**src/pmu_seq_cfg.svh**
```systemverilog
// Purpose: constants for the power mode sequencer
// Assumes: 250 MHz system clock
// Notes:   rail n is bit n-1 of the rail vector
`ifndef PMU_SEQ_CFG_SVH
`define PMU_SEQ_CFG_SVH

`define CLK_MHZ            250
`define SLOT_STEP_US       100
`define SLOT_STEP_CYC      (`SLOT_STEP_US * `CLK_MHZ)
`define DEBOUNCE_US        20
`define DEBOUNCE_CYC       (`DEBOUNCE_US * `CLK_MHZ)
`define RAIL_COUNT         13
`define SLOT_LAST          3'h6
`define SLEEP_MASK         13'h1_6BB
`define STANDBY_MASK       13'h1_000
`define ALL_ON_MASK        13'h1_FFF
`define ALL_OFF_MASK       13'h0_000
`define CORE_RAIL_MASK     13'h0_004
// slot masks: slot k holds the rails enabled at step k
`define SLOT0_MASK         13'h1_000
`define SLOT1_MASK         13'h0_340
`define SLOT2_MASK         13'h0_030
`define SLOT3_MASK         13'h0_408
`define SLOT4_MASK         13'h0_004
`define SLOT5_MASK         13'h0_003
`define SLOT6_MASK         13'h0_080
`define RAIL12_MASK        13'h0_800
// led: one step of the base rate at code 000 is 4 s / 16 duty steps
`define LED_BASE_MS        4000
`define LED_STEP_CYC       ((`LED_BASE_MS * 1000 * `CLK_MHZ) / 16)

`endif

```
**src/pmu_seq_pkg.sv**
```systemverilog
// Purpose: types for the power mode sequencer
// Assumes: nothing
// Notes:   constants live in pmu_seq_cfg.svh
package pmu_seq_pkg;
    typedef enum logic [2:0] {
        ST_OFF     = 3'b000,
        ST_RAMP    = 3'b001,
        ST_ON      = 3'b010,
        ST_SLEEP   = 3'b011,
        ST_STANDBY = 3'b100
    } mode_t;
endpackage : pmu_seq_pkg

```
**src/led_pwm.sv**
```systemverilog
// Purpose: low-rate led pwm with rate and duty select
// Assumes: step_cyc is one duty step at rate code 000
// Notes:   rate code n halves the period n times
`timescale 1ns/1ps
module led_pwm #(
    parameter int unsigned STEP_CYC = 62_500_000
) (
    input  wire logic       clk_i,
    input  wire logic       rstn_i,
    input  wire logic [2:0] rate_i,
    input  wire logic [3:0] duty_i,
    output logic            led_o
);
    typedef struct packed {
        logic [31:0] div;
        logic [3:0]  phase;
        logic        led;
    } pwm_t;
    pwm_t s_r, s_nxt;
    logic [31:0] lim;

    always_comb begin
        lim   = (32'(STEP_CYC) >> rate_i) - 32'h0000_0001; // RQ1
        s_nxt = s_r;
        if (s_r.div >= lim) begin
            s_nxt.div   = 32'h0000_0000;
            s_nxt.phase = s_r.phase + 4'h1;
        end else begin
            s_nxt.div = s_r.div + 32'h0000_0001;
        end
        // duty code d gives (d+1)/16 on-time: 0000 is 6.25 %, 1111 full on
        s_nxt.led = (s_nxt.phase <= duty_i); // RQ1
    end

    always_ff @(posedge clk_i) begin
        if (!rstn_i) s_r <= '0;
        else         s_r <= s_nxt;
    end

    assign led_o = s_r.led;
endmodule : led_pwm

```
**src/pmu_power_mode_sequencer.sv**
```systemverilog
// Purpose: power mode selection, rail sequencing and led pwm
// Assumes: pins are asynchronous, clock 250 MHz
// Notes:   rails are enable outputs, bit n-1 is rail n
// Overview of operation
// RQ1: led pwm: 3-bit rate, 4-bit duty
// RQ2: hold and enable high: all rails on
// RQ3: hold high, enable low: sleep mode
// RQ4: sleep keeps rails 1,2,4,5,6,8,10,11,13
// RQ5: standby keeps only always-on rail 13
// RQ6: both low, aux low: all rails off
// RQ7: power-up enables rails by ascending slot
// RQ8: processor asserts hold before button release
// RQ9: button or enable wakes sleep, core rail
// RQ10: hold and enable synchronised and debounced
`timescale 1ns/1ps
`include "pmu_seq_cfg.svh"
module pmu_power_mode_sequencer
    import pmu_seq_pkg::*;
#(
    parameter int unsigned SLOT_STEP_CYC = `SLOT_STEP_CYC,
    parameter int unsigned DEBOUNCE_CYC  = `DEBOUNCE_CYC,
    parameter int unsigned LED_STEP_CYC  = `LED_STEP_CYC
) (
    input  wire logic        CLOCK_I,
    input  wire logic        RSTN_I,
    input  wire logic        SYS_HOLD_IN_I,
    input  wire logic        RUN_ENABLE_IN_I,
    input  wire logic        PUSH_BUTTON_IN_N_I,
    input  wire logic        AUX_SUPPLY_LEVEL_OK_I,
    input  wire logic [2:0]  LED_RATE_SEL_I,
    input  wire logic [3:0]  LED_DUTY_SEL_I,
    output logic [12:0]      RAIL_EN_O,
    output logic [2:0]       MODE_O,
    output logic             BUTTON_STATE_OUT_N_O,
    output logic             LED_O
);
    typedef struct packed {
        logic [1:0]  hold_sy;
        logic [1:0]  en_sy;
        logic [1:0]  pb_sy;
        logic [1:0]  aux_sy;
        logic        hold_db;
        logic        en_db;
        logic [31:0] db_cnt;
        mode_t       mode;
        logic [2:0]  slot;
        logic [31:0] slot_cnt;
        logic [12:0] rails;
        logic        pb_stat_n;
    } seq_t;
    seq_t s_r, s_nxt;

    function automatic logic [12:0] slot_mask(input logic [2:0] k);
        logic [12:0] m;
        m = `ALL_OFF_MASK;
        unique case (k)
            3'h0: m = `SLOT0_MASK;
            3'h1: m = `SLOT1_MASK;
            3'h2: m = `SLOT2_MASK;
            3'h3: m = `SLOT3_MASK;
            3'h4: m = `SLOT4_MASK;
            3'h5: m = `SLOT5_MASK;
            3'h6: m = `SLOT6_MASK;
            default: m = `ALL_OFF_MASK;
        endcase
        return m;
    endfunction : slot_mask

    logic pb_pressed;
    logic aux_ok;
    logic led_q;

    always_comb begin
        s_nxt = s_r;
        // second stage only feeds logic; first stage feeds the second alone
        s_nxt.hold_sy = {s_r.hold_sy[0], SYS_HOLD_IN_I}; // RQ10
        s_nxt.en_sy   = {s_r.en_sy[0], RUN_ENABLE_IN_I}; // RQ10
        s_nxt.pb_sy   = {s_r.pb_sy[0], PUSH_BUTTON_IN_N_I};
        s_nxt.aux_sy  = {s_r.aux_sy[0], AUX_SUPPLY_LEVEL_OK_I};
        pb_pressed    = !s_r.pb_sy[1];
        aux_ok        = s_r.aux_sy[1];
        // debounce: either one differing for the full window loads both
        if (s_r.hold_sy[1] != s_r.hold_db || s_r.en_sy[1] != s_r.en_db) begin
            if (s_r.db_cnt >= 32'(DEBOUNCE_CYC) - 32'h0000_0001) begin // RQ10
                s_nxt.hold_db = s_r.hold_sy[1];
                s_nxt.en_db   = s_r.en_sy[1];
                s_nxt.db_cnt  = 32'h0000_0000;
            end else begin
                s_nxt.db_cnt = s_r.db_cnt + 32'h0000_0001;
            end
        end else begin
            s_nxt.db_cnt = 32'h0000_0000;
        end
        s_nxt.pb_stat_n = !pb_pressed;
        unique case (s_r.mode)
            ST_OFF: begin
                s_nxt.rails = `ALL_OFF_MASK; // RQ6
                if (pb_pressed) begin
                    s_nxt.mode     = ST_RAMP;
                    s_nxt.slot     = 3'h0;
                    s_nxt.slot_cnt = 32'h0000_0000;
                    s_nxt.rails    = slot_mask(3'h0); // RQ7
                end else if (aux_ok) begin
                    s_nxt.mode  = ST_STANDBY;
                    s_nxt.rails = `STANDBY_MASK; // RQ5
                end
            end
            ST_STANDBY: begin
                s_nxt.rails = `STANDBY_MASK; // RQ5
                if (pb_pressed) begin
                    s_nxt.mode     = ST_RAMP;
                    s_nxt.slot     = 3'h0;
                    s_nxt.slot_cnt = 32'h0000_0000;
                end else if (!aux_ok) begin
                    s_nxt.mode  = ST_OFF;
                    s_nxt.rails = `ALL_OFF_MASK; // RQ6
                end
            end
            ST_RAMP: begin
                if (!pb_pressed && !s_r.hold_db) begin
                    // released before hold: abandon power-up
                    s_nxt.mode  = ST_OFF;
                    s_nxt.rails = `ALL_OFF_MASK; // RQ8
                end else if (s_r.slot_cnt >= 32'(SLOT_STEP_CYC) - 32'h0000_0001) begin
                    s_nxt.slot_cnt = 32'h0000_0000;
                    if (s_r.slot == `SLOT_LAST) begin
                        s_nxt.mode  = ST_ON;
                        s_nxt.rails = s_r.rails | `RAIL12_MASK; // RQ2
                    end else begin
                        s_nxt.slot  = s_r.slot + 3'h1;
                        s_nxt.rails = s_r.rails | slot_mask(s_r.slot + 3'h1); // RQ7
                    end
                end else begin
                    s_nxt.slot_cnt = s_r.slot_cnt + 32'h0000_0001;
                end
            end
            ST_ON: begin
                s_nxt.rails = `ALL_ON_MASK; // RQ2
                if (!s_r.hold_db) begin
                    s_nxt.mode  = aux_ok ? ST_STANDBY : ST_OFF;
                    s_nxt.rails = aux_ok ? `STANDBY_MASK : `ALL_OFF_MASK; // RQ5 RQ6
                end else if (!s_r.en_db) begin
                    s_nxt.mode  = ST_SLEEP; // RQ3
                    s_nxt.rails = `SLEEP_MASK; // RQ4
                end
            end
            ST_SLEEP: begin
                s_nxt.rails = `SLEEP_MASK; // RQ4
                if (!s_r.hold_db) begin
                    s_nxt.mode  = aux_ok ? ST_STANDBY : ST_OFF;
                    s_nxt.rails = aux_ok ? `STANDBY_MASK : `ALL_OFF_MASK; // RQ5 RQ6
                end else if (pb_pressed || s_r.en_db) begin
                    // wake restores the core rail and the rest of full-on
                    s_nxt.mode  = ST_ON; // RQ9
                    s_nxt.rails = `ALL_ON_MASK | `CORE_RAIL_MASK; // RQ9
                end
            end
            default: begin
                s_nxt.mode  = ST_OFF;
                s_nxt.rails = `ALL_OFF_MASK;
            end
        endcase
    end

    always_ff @(posedge CLOCK_I) begin
        if (!RSTN_I) begin
            s_r           <= '0;
            s_r.pb_sy     <= 2'h3;
            s_r.pb_stat_n <= 1'b1;
            s_r.mode      <= ST_OFF;
        end else begin
            s_r <= s_nxt;
        end
    end

    led_pwm #(
        .STEP_CYC (LED_STEP_CYC)
    ) u_led (
        .clk_i  (CLOCK_I),
        .rstn_i (RSTN_I),
        .rate_i (LED_RATE_SEL_I),
        .duty_i (LED_DUTY_SEL_I),
        .led_o  (led_q)
    );

    assign RAIL_EN_O            = s_r.rails;
    assign MODE_O               = s_r.mode;
    assign BUTTON_STATE_OUT_N_O = s_r.pb_stat_n;
    assign LED_O                = led_q;
endmodule : pmu_power_mode_sequencer

```
**config.mk**
```make
export PLATFORM = sky130hd
export DESIGN_NAME = pmu_power_mode_sequencer
export DESIGN_NICKNAME = d
export VERILOG_FILES = /design/src/pmu_seq_pkg.sv /design/src/led_pwm.sv /design/src/pmu_power_mode_sequencer.sv
export VERILOG_INCLUDE_DIRS = /design/src
export SDC_FILE = /design/constraint.sdc
export NUM_CORES = 1
export LEC_CHECK = 0
export BUFFER_PORTS_ARGS = -buffer_cell sky130_fd_sc_hd__buf_2
export CAP_MARGIN = 5
export CORE_AREA = 4 4 152 154
export DETAILED_ROUTE_END_ITERATION = 6
export DIE_AREA = 0 0 156 158
export RECOVER_POWER = 100
export SYNTH_ARGS = -nofsm -noshare
export SYNTH_HDL_FRONTEND = slang
export SYNTH_HIERARCHICAL = 1
export SYNTH_SLANG_ARGS = --single-unit
export TNS_END_PERCENT = 50
```
**constraint.sdc**
```tcl
create_clock -name CLOCK_I -period 13.2 [get_ports CLOCK_I]
set_clock_uncertainty 0.1 [all_clocks]
set_input_delay 2.64 -clock CLOCK_I [delete_from_list [all_inputs] [get_ports CLOCK_I]]
set_output_delay 2.64 -clock CLOCK_I [all_outputs]
set_load 0.01 [all_outputs]
```
Word level (Yosys, flattened, before mapping):

Index checks and enable logic that the tools add are counted.

* add/sub/neg operators: 6
* $lt $le $gt $ge: 4
* eq/ne operators: 24
* shift operators: 1
* multiplexer cells: 34
* bitwise operators: 3
* reductions and logical operators: 16

Operators with widths (number)
* 2-to-1 mux 13 bit: 11
* adder 32 x 1 -> 32 bit (second input constant): 3
* one-hot mux 13 bit (7 select lines): 1
* 2-to-1 mux 35 bit: 2
* one-hot mux 35 bit (2 select lines): 1
* one-hot mux 13 bit (4 select lines): 1
* 2-to-1 mux 3 bit: 12
* >= comparator 32 x 13 -> 1 bit (second input constant): 1
* >= comparator 32 x 15 -> 1 bit (second input constant): 1
* >= comparator 32 bit: 1
* 2-to-1 mux 32 bit: 1
* right shift 26 x 3 -> 32 bit (first input constant): 1
* subtractor 32 x 1 -> 32 bit (second input constant): 1
* 2-to-1 mux 12 bit: 2
* != test 3 bit (second input constant): 7
* equality test 3 bit (second input constant): 5
* one-hot mux 3 bit (5 select lines): 1
* bitwise OR 13 bit: 1
* equality test 3 x 2 -> 1 bit (second input constant): 4
* != test 2 bit (second input constant): 4
* equality test 3 x 1 -> 1 bit (second input constant): 2
* zero test 3 bit: 2
* 2-to-1 mux 6 bit: 1
* AND reduction 6 bit: 1
* other kinds (15): 21

* register bits: 131
* bits of input ports: 13
* output and inout bits: 18
* logic and storage cells: 104

Logic depth before layout (Yosys ltp):

Gate-level depths: netlist of run 1.

* depth after elaboration: 12
* mapped depth: 22
* gate-level depth less buffers: 22

By module:

The synthesis of run 1 kept the hierarchy.

By module, submodules not included
* pmu_power_mode_sequencer: times used 1, cells an instance 446, area each 4073.9 µm², sequential area each 1881.8 µm²
* led_pwm: times used 1, cells an instance 312, area each 2575.0 µm², sequential area each 740.7 µm²

Worst setup path after synthesis of run 1:

OpenSTA, ideal clock, no wires.

* kind: input to register
* start: input port LED_RATE_SEL_I[0]
* end: register u_led.s_r, in the netlist u_led/led_o
* setup time: 0.065 ns
* data arrival time: 5.993 ns
* required time: 13.035 ns
* setup slack: 7.042 ns
* cell stages on the path: 21
* path buffers: 0
* path through: inv_1 > ha_1 > nor2b_1 > a21oi_1 > nand3b_1 > nor4_1 > o21ai_0 > ha_1 > a21oi_1 > o21ai_0 > a221oi_1 > a31oi_1 > o21ai_0 > nand2_1 > ha_1 > nor2b_1 > o21ai_0 > nand2b_1 > a21oi_1 > a41oi_1 > nor2_1

RTL lines
* start: declaration: RTL line pmu_power_mode_sequencer.sv:30 `input wire logic [2:0] LED_RATE_SEL_I,`
* end signal: assignment: RTL line led_pwm.sv:37 `else s_r <= s_nxt;`
* end: declaration: RTL line led_pwm.sv:19 `pwm_t s_r, s_nxt;`

==> results.yml, run 1 <==
routing:
  vias_per_cell: 4.82
  vias: 5208
  drt-initial-drc-count: 332
  antenna_left: 0
  drt-total-wl_mm: 13.9
  routedWlPerCell_microns: 12.9
  post-route-drc-count: 0
  drt_first_pass_iters: 4
global_route:
  grt_pass1_vias: 4907
  gr-usage-all-layers: 0.116
  grt_pass1_wl_mm: 23.5
  grt_overflow: 0
  grt_max_degree: 45
  antenna_found_initial: 0
power_and_ir_drop:
  power.density_mw_per_mm2: 129
  p_leak_nw: 2.89
  peakVddDrop_uv: 91.8
  finalPower_mw: 0.970
floorplanning:
  num_rows: 54
  initial_core_util: 0.307
  die_area_sq_mm: 0.0246
  die_x_microns: 156
  fp.coreArea_sq_mm: 0.0217
  io_pins: 31
  die_h_microns: 158
finish:
  final_common_cell: "dfxtp_1"
  area_growth_syn_to_layout_pct: 13.3
  drive_gt1_frac: 0.0811
  multi_input_area_sq_mm: 0.00375
  fill_cells: 2224
  final_cell_mix: "dfxtp_1 (131), nand2_1 (71), nor2_1 (68)"
  diodes: 0
  fin_cells: 1081
  finalNetCount: 848
  seq_area_sq_mm: 0.00262
sta:
  clock.fmax_mhz: 149
  fin_crit_sh: 0.508
  rsz0062_at_grt: "false"
  min_period_ns: 6.70
  setup_viol: 0
  whs_ns: 0.312
  tightest_slew_ns: 1.96
  tns_ns: 0
  max_slew_margin: -0.305
  finalMaxSlewViolations: 45
  hold_viol: 0
place:
  dp.cells: 1050
  gp_congestion: 0.850
  io_buffers: 30
  dpl.hpwl_mm: 9.83
clock_tree:
  cts_buffers: 17
  clk_pin_slew_ns: 0.06
  cts_buffer_depth: 2
  cts_tree: "yes"
  clock-sinks: 131
  insertion_delay_ns: 0.42
  cts_hold_buffers: 0
  cts-root-buf: "clkbuf_16"
  htree_levels: 4
  cts-resized-gates: 0
  post_cts_buffers: 0
hold_path:
  min_path_cells: 1
  hold_path.class: "flop to flop"
outcome:
  violations: "max-capacitance violations, max-slew violations"
  status: "finished with violations"
synth:
  yosys_warnings: 6
  syn_avg_cell_area_sq_um: 8.77
  ys_ff_latch: 131
  synth_seq_area_share: 0.394
  synth_cell_types: 70
  synthArstFlopShare: 0
  netlist_top_cells_area: "dfxtp_1 (39%), ha_1 (8.7%), xor2_1 (4.2%)"
  yosysTopAreaCell: "dfxtp_1"
  netlist_area_sq_mm: 0.00665
  synth_ff_type: "dfxtp_1"
  synth_edf_count: 0
  synth_top_area_share: 0.394
  synthesis.instances: 758
critical_path:
  required_ns: 13.44
  r2r_cells: 14
  end_kind: "flop"
  start_kind: "input pin"
  path_class: "input pin to flop"
  worstPathArrival_ns: 6.94
  crit_fanout: 9
run:
  drv_cap: 1
[final timing paths]
path	slack [ns]	start	to
setup reg to reg	9.87	u_led/s_r[27]	u_led/led_o
setup / recovery	6.50	LED_RATE_SEL_I[1]	u_led/led_o
hold reg to reg	0.31	s_nxt[89]	s_nxt[0]
hold / removal	0.31	s_nxt[89]	s_nxt[0]
[flip-flops by register name, summed over array words and instances (netlist names)]
signal and count:
BUTTON_STATE_OUT_N_O 1, MODE_O 3, RAIL_EN_O 13, aux_ok 1, s_nxt 5, s_r 71, u_led/led_o 1, u_led/s_r 36
[synth_stat cells (3+ instances only)]
cell      count
xnor2_1      26
nand2b_1      8
mux2i_1      13
nor2b_1       7
nor2_1       68
clkbuf_1     14
buf_2         5
inv_1        22
a21oi_1      36
and4_1        5
nor4_1       11
a31oi_1       5
dfxtp_1     131
nor4_2        4
o21bai_1      3
o211ai_1      4
buf_6         3
nand2_1      70
nand3_1      40
nor3_1       34
buf_4        18
and3_1       21
a211oi_1      6
ha_1         46
o21ai_0      42
and2_1        9
xor2_1       32
a21boi_0      5
a21oi_2       3
nand4_1      11
[metal layers]
metal | global-route usage | vias to the layer above | share of wire
li1 | - | 2717 | -
met1 | 0.154 | 2405 | 0.50
met2 | 0.181 | 70 | 0.44
met3 | 0.0265 | 16 | 0.037
met4 | 0.0467 | 0 | 0.016
met5 | 0 | - | 0
[power by group]
| group | internal, mW | switching (mW) | total [mW] |
|---|---|---|---|
| clock | 0.285 | 0.186 | 0.471 |
| combinational | 0.0311 | 0.0508 | 0.0819 |
| sequential | 0.406 | 0.0119 | 0.418 |
[worst max-delay path: stages]
cell and delay [ns]:
clkbuf_1 0.27, inv_1 0.16, ha_1 0.42, nor2b_1 0.09, a21oi_1 0.26, nand3b_1 0.19, o21ai_0 0.22, a21oi_1 0.10
ha_1 0.30, a21oi_1 0.14, o21ai_0 0.10, a221oi_1 0.48, a31oi_1 0.27, o21ai_0 0.27, nand2_1 0.08, ha_1 0.29
nor2b_1 0.13, o21ai_0 0.14, nand2b_1 0.08, a21oi_1 0.15, a41oi_1 0.06, nor2_1 0.09
[stage by stage]
stage	setup slack, ns	utilization	cell area, sq um
2_1_floorplan	7.04	-	6730
3_3_place_gp	6.48	0.322	6990
3_5_place_dp	6.32	0.322	6990
4_1_cts	6.73	0.349	7570
5_1_grt	6.03	0.347	7530
6_report	6.50	0.347	7530
[area by class of cell]
cell class | count | share of cell area
inverters | 23 | 0.0115
clock buffers | 18 | 0.0583
clock inverters | 13 | 0.0196
well taps | 280 | 0.0465
multi-input cells | 585 | 0.498
flip-flops and latches | 131 | 0.348
repair buffers | 31 | 0.0176
[cells by family (layout without fill, tap and decap cells)]
logic type	Yosys count	in the layout	synth area share
AO/OA/AOI/OAI	132	132	0.127
XOR/XNOR	58	58	0.0764
adder cells (fa/ha/maj)	46	46	0.0866
buffers and inverters	64	85	0.0508
flip-flops	131	131	0.394
multiplexers	13	13	0.0196
other	2	24	0.00113
AND/OR/NAND/NOR	312	312	0.244
No activity file was read; power rests on OpenSTA's default activity.
==> run 2: changes to the inputs <==
- clock period: 13.2 -> 6.3 ns (I/O delays scaled with it)
==> results.yml, run 2 (synthesis results as in run 1) <==
critical_path:
  endpoint: "u_led/led_o"
  r2r_cells: 14
  cp_common_cell: "o21ai_0"
  r2r-end: "u_led/led_o"
  crit_buf_inv: 2
  crit_slowest_cell: "a221oi_1"
  path_class: "input pin to flop"
  start_kind: "input pin"
  r2r_start: "u_led/s_r[27]"
  crit_family: "compound AO/OA/AOI/OAI gates"
  end_kind: "flop"
  required_ns: 6.54
  worstPathArrival_ns: 5.61
  path_cells: "clkbuf_1, inv_1, ha_1, nor2b_1, a21oi_1, nand3b_1, nor4_1, o21ai_0, ha_1, a21oi_1, o21ai_0, a221oi_1, a31oi_1, o21ai_0, nand2_1, ha_1, nor2b_1, o21ai_0, nand2b_1, a21oi_1, a41oi_1, nor2_1"
  cp.depth: 22
  crit_fanout: 9
  r2r_slack_ns: 2.99
  crit_path_start: "LED_RATE_SEL_I[1]"
  max_stage_delay_ns: 0.53
finish:
  diodes: 0
  final_cell_mix: "dfxtp_1 (131), nand2_1 (71), nor2_1 (68)"
  drive_gt1_frac: 0.0823
  finalNetCount: 848
  area_growth_syn_to_layout_pct: 13.2
  seq_area_sq_mm: 0.00262
  fill_cells: 2235
  final_util: 0.347
  multi_input_area_sq_mm: 0.00375
  largest_reg_flops: 71
  final_common_cell: "dfxtp_1"
  regMostFlops: "s_r"
clock_tree:
  cts_tree: "yes"
  cts-resized-gates: 0
  cts_buffer_depth: 2
  insertion_delay_ns: 0.42
  cts_hold_buffers: 0
  post_cts_buffers: 0
  cts-root-buf: "clkbuf_16"
  htree_levels: 4
  clock-sinks: 131
  clk_pin_slew_ns: 0.06
  cts_buffers: 17
sta:
  hold_viol: 0
  tightest_slew_ns: 2.01
  tns_ns: 0
  rsz0062_at_grt: "false"
  setup_viol: 0
  clock.fmax_mhz: 186
  whs_ns: 0.314
  fin_crit_sh: 0.852
  min_period_ns: 5.37
  max_slew_margin: -0.337
  finalMaxSlewViolations: 45
run:
  drv_cap: 1
floorplanning:
  die_area_sq_mm: 0.0246
  io_pins: 31
  initial_core_util: 0.307
  fp.coreArea_sq_mm: 0.0217
  num_rows: 54
  die_h_microns: 158
  die_x_microns: 156
routing:
  drt_first_pass_iters: 5
  drt-initial-drc-count: 294
  vias_per_cell: 4.81
  routedWlPerCell_microns: 12.7
  antenna_left: 0
  vias: 5209
  post-route-drc-count: 0
  drt-total-wl_mm: 13.8
global_route:
  gr-usage-all-layers: 0.118
  grt_max_degree: 45
  grt_pass1_vias: 4929
  grt_overflow: 0
  grt_pass1_wl_mm: 23.9
  antenna_found_initial: 0
power_and_ir_drop:
  peakVddDrop_uv: 190
  finalPower_mw: 2.01
  p_leak_nw: 2.87
  power.density_mw_per_mm2: 267
place:
  gp_congestion: 0.851
  io_buffers: 30
  dpl.hpwl_mm: 9.84
outcome:
  status: "finished with violations"
  violations: "max-capacitance violations, max-slew violations"
hold_path:
  hold_path.class: "flop to flop"
[run 2: cell count changes in the layout (fill, tap and decap cells not counted), sizes merged]
cell      delta
clkinvlp     +2
inv          +1
bufinv       -1
clkinv       -1
[run 2: through the flow]
| stage | instance area (sq um) | std cells | worst slack (ns) |
|---|---|---|---|
| floorplan | 6730 | 780 | 1.52 |
| global placement | 6990 | 1050 | 0.967 |
| detailed placement | 6990 | 1050 | 0.744 |
| CTS | 7570 | 1082 | 1.16 |
| global route | 7520 | 1082 | 0.344 |
| finish | 7520 | 1082 | 0.931 |
[run 2: worst min path at each step]
stage / start / end / cells after the start
after floorplan: s_nxt[89] / s_nxt[0] / 1
after global placement: s_nxt[89] / s_nxt[0] / 1
after detailed placement: s_nxt[89] / s_nxt[0] / 1
after CTS: s_nxt[89] / s_nxt[0] / 1
after global routing: s_nxt[89] / s_nxt[0] / 1
final: s_nxt[89] / s_nxt[0] / 1
[run 2: power breakdown]
group | internal (mW) | switching (mW) | leakage (nW)
registers | 0.850 | 0.0248 | 1.07
logic | 0.0651 | 0.106 | 1.53
clock network | 0.563 | 0.396 | 0.277
[run 2: cell type report]
| cell class | count | area share |
|---|---|---|
| Tap cell | 280 | 0.0466 |
| Clock inverter | 14 | 0.0185 |
| Multi-Input combinational cell | 585 | 0.499 |
| Inverter | 23 | 0.0115 |
| Timing Repair Buffer | 31 | 0.0176 |
| Clock buffer | 18 | 0.0584 |
| Sequential cell | 131 | 0.349 |
[run 2: routing by layer]
layer  routed length [microns]  global-route usage  vias up
met5                         0                   0        -
met4                       320              0.0525        0
met3                       504              0.0287       23
met2                      5920               0.178       86
met1                      7040               0.160     2400
li1                          -                   -     2700
==> run 3: changes to the inputs <==
- ABC_AREA: not set -> 1
- CORE_AREA: 4 4 152 154 -> 4 4 156 158
- DIE_AREA: 0 0 156 158 -> 0 0 160 162
- clock period: 6.3 -> 4.8 ns (I/O delays scaled with it)
==> results.yml, run 3 <==
outcome:
  status: "finished with violations"
  violations: "max-capacitance violations, max-slew violations"
floorplanning:
  fp.coreArea_sq_mm: 0.0231
  io_pins: 31
  die_x_microns: 160
  num_rows: 56
  initial_core_util: 0.303
  die_h_microns: 162
  die_area_sq_mm: 0.0259
clock_tree:
  insertion_delay_ns: 0.41
  cts_hold_buffers: 0
  clk_pin_slew_ns: 0.06
  cts_buffer_depth: 2
  cts-resized-gates: 0
  cts_tree: "yes"
  cts_buffers: 17
  htree_levels: 4
  clock-sinks: 131
  post_cts_buffers: 0
  cts-root-buf: "clkbuf_16"
sta:
  clock.fmax_mhz: 236
  tightest_slew_ns: 2.74
  whs_ns: 0.312
  hold_viol: 0
  rsz0062_at_grt: "false"
  fin_crit_sh: 0.881
  max_slew_margin: -0.849
  min_period_ns: 4.23
  tns_ns: 0
  setup_viol: 0
  finalMaxSlewViolations: 60
global_route:
  grt_max_degree: 37
  grt_overflow: 0
  gr-usage-all-layers: 0.113
  antenna_found_initial: 0
  grt_pass1_vias: 5329
  grt_pass1_wl_mm: 24.6
routing:
  drt-total-wl_mm: 14.0
  drt-initial-drc-count: 324
  post-route-drc-count: 0
  vias: 5637
  antenna_left: 0
  vias_per_cell: 4.39
  routedWlPerCell_microns: 10.9
  drt_first_pass_iters: 5
place:
  dp.cells: 1253
  io_buffers: 30
  dpl.hpwl_mm: 10.1
  gp_congestion: 0.860
finish:
  final_util: 0.341
  final_common_cell: "nand2_1"
  regMostFlops: "s_r"
  largest_reg_flops: 71
  fin_cells: 1285
  area_growth_syn_to_layout_pct: 12.4
  finalNetCount: 1041
  final_cell_mix: "nand2_1 (193), dfxtp_1 (131), nor2_1 (128)"
  diodes: 0
  drive_gt1_frac: 0.115
power_and_ir_drop:
  p_int_mw: 1.99
  p_sw_mw: 0.743
  comb_power_share: 0.109
  power_frac_seq: 0.422
  pwr-share-clk: 0.469
  switching_share: 0.272
  p_leak_nw: 3.55
  peakVddDrop_uv: 202
  power.density_mw_per_mm2: 346
critical_path:
  r2r_cells: 8
  r2r_start: "MODE_O[2]"
  required_ns: 5.04
  crit_path_start: "LED_RATE_SEL_I[0]"
  worstPathArrival_ns: 4.47
  start_kind: "input pin"
  r2r-end: "s_r[18]"
  path_class: "input pin to flop"
  r2r_slack_ns: 0.68
  end_kind: "flop"
  crit_fanout: 7
hold_path:
  min_from: "s_nxt[93]"
  min_to: "s_r[93]"
  min_path_cells: 2
  hold_path.class: "flop to flop"
synth:
  synth.most_common_cell: "nand2_1"
  synth_edf_count: 0
  synth_commonest_cells: "nand2_1 (192), dfxtp_1 (131), nor2_1 (127)"
  netlist_area_sq_mm: 0.00701
  yosys_warnings: 6
  synthesis.instances: 944
  synthArstFlopShare: 0
  yosysTopAreaCell: "dfxtp_1"
  syn_avg_cell_area_sq_um: 7.42
  ys_ff_latch: 131
  netlist_top_cells_area: "dfxtp_1 (37%), nand2_1 (10%), ha_1 (8.2%)"
  synth_cell_types: 45
  synth_ff_type: "dfxtp_1"
  synth_seq_area_share: 0.374
  synth_top_area_share: 0.374
run:
  drv_cap: 2
## run 3: changes by cell type in the layout (fill, tap and decap cells not counted), sizes merged, moves of 13 or more
cell / delta
o21ai: -17
inv: +99
nand2: +142
xnor2: -13
nand3: +20
mux2i: -13
nor2: +71
and3: -21
## run 3: power by group through the flow
| stage | Clock [mW] | Combinational (mW) | Sequential (mW) |
|---|---|---|---|
| 6_report | 1.28 | 0.299 | 1.15 |
| 4_1_cts | 1.31 | 0.314 | 1.15 |
| 3_3_place_gp | 0 | 0.311 | 1.17 |
| 3_5_place_dp | 0 | 0.313 | 1.17 |
| 2_1_floorplan | 0 | 0.267 | 1.17 |
| 5_1_grt | 1.36 | 0.345 | 1.16 |
## run 3: cells by family after synthesis
logic type                 Yosys count  share of synthesized area
DFF                                131                      0.374
adders and majority gates           46                     0.0821
buffers and inverters              161                      0.102
other                                2                    0.00107
AOI/OAI and AO/OA                   87                     0.0723
xor gates and xnor gates            36                     0.0450
and+or+nand+nor                    481                      0.323
## run 3: per-layer routing
metal | up-vias | global-route usage | wire length [microns]
li1 | 3041 | - | -
met1 | 2495 | 0.150 | 7120
met2 | 91 | 0.179 | 6190
met3 | 10 | 0.0345 | 561
met4 | 0 | 0.0309 | 146
met5 | - | 0 | 0
## run 3: layout make-up
cell class	instances	area, sq um
Inverter	125	472
Timing Repair Buffer	33	140
Fill cell	2474	15200
Clock buffer	18	429
Multi-Input combinational cell	674	3700
Sequential cell	131	2620
Clock inverter	14	151
Tap cell	290	363
## run 3: worst max path at each step
stage	end	slack (ns)
4_1_cts	u_led/led_o	0.73
3_5_place_dp	u_led/led_o	0.30
2_1_floorplan	u_led/led_o	0.88
6_report	u_led/led_o	0.57
5_1_grt	u_led/led_o	0.18
3_3_place_gp	u_led/led_o	0.41
## run 3: metrics by stage
step	setup slack (ns)	cell area (sq um)	total power, mW
after floorplan	0.877	7090	1.43
after global placement	0.412	7380	1.49
after global routing	0.177	7880	2.86
final	0.569	7880	2.73
after detailed placement	0.302	7380	1.49
after CTS	0.735	7960	2.78
## run 3: critical path, cell delays in order
cell and delay, ns:
buf_2 0.14, inv_1 0.11, ha_1 0.26, o21ai_0 0.28, inv_2 0.06, nor3_2 0.21, nand2_1 0.12, nor2_1 0.14
nand2_1 0.10, xnor2_1 0.14, ha_1 0.30, nand2_1 0.07, nor2_1 0.13, nand2_1 0.07, nor2_1 0.08, nor2_1 0.05
nand2_1 0.09, nand2_1 0.15, nand2_1 0.16, nand2_1 0.07, nand2_1 0.08, inv_1 0.05, ha_1 0.30, a21oi_1 0.14
o21ai_0 0.09, a21oi_1 0.13
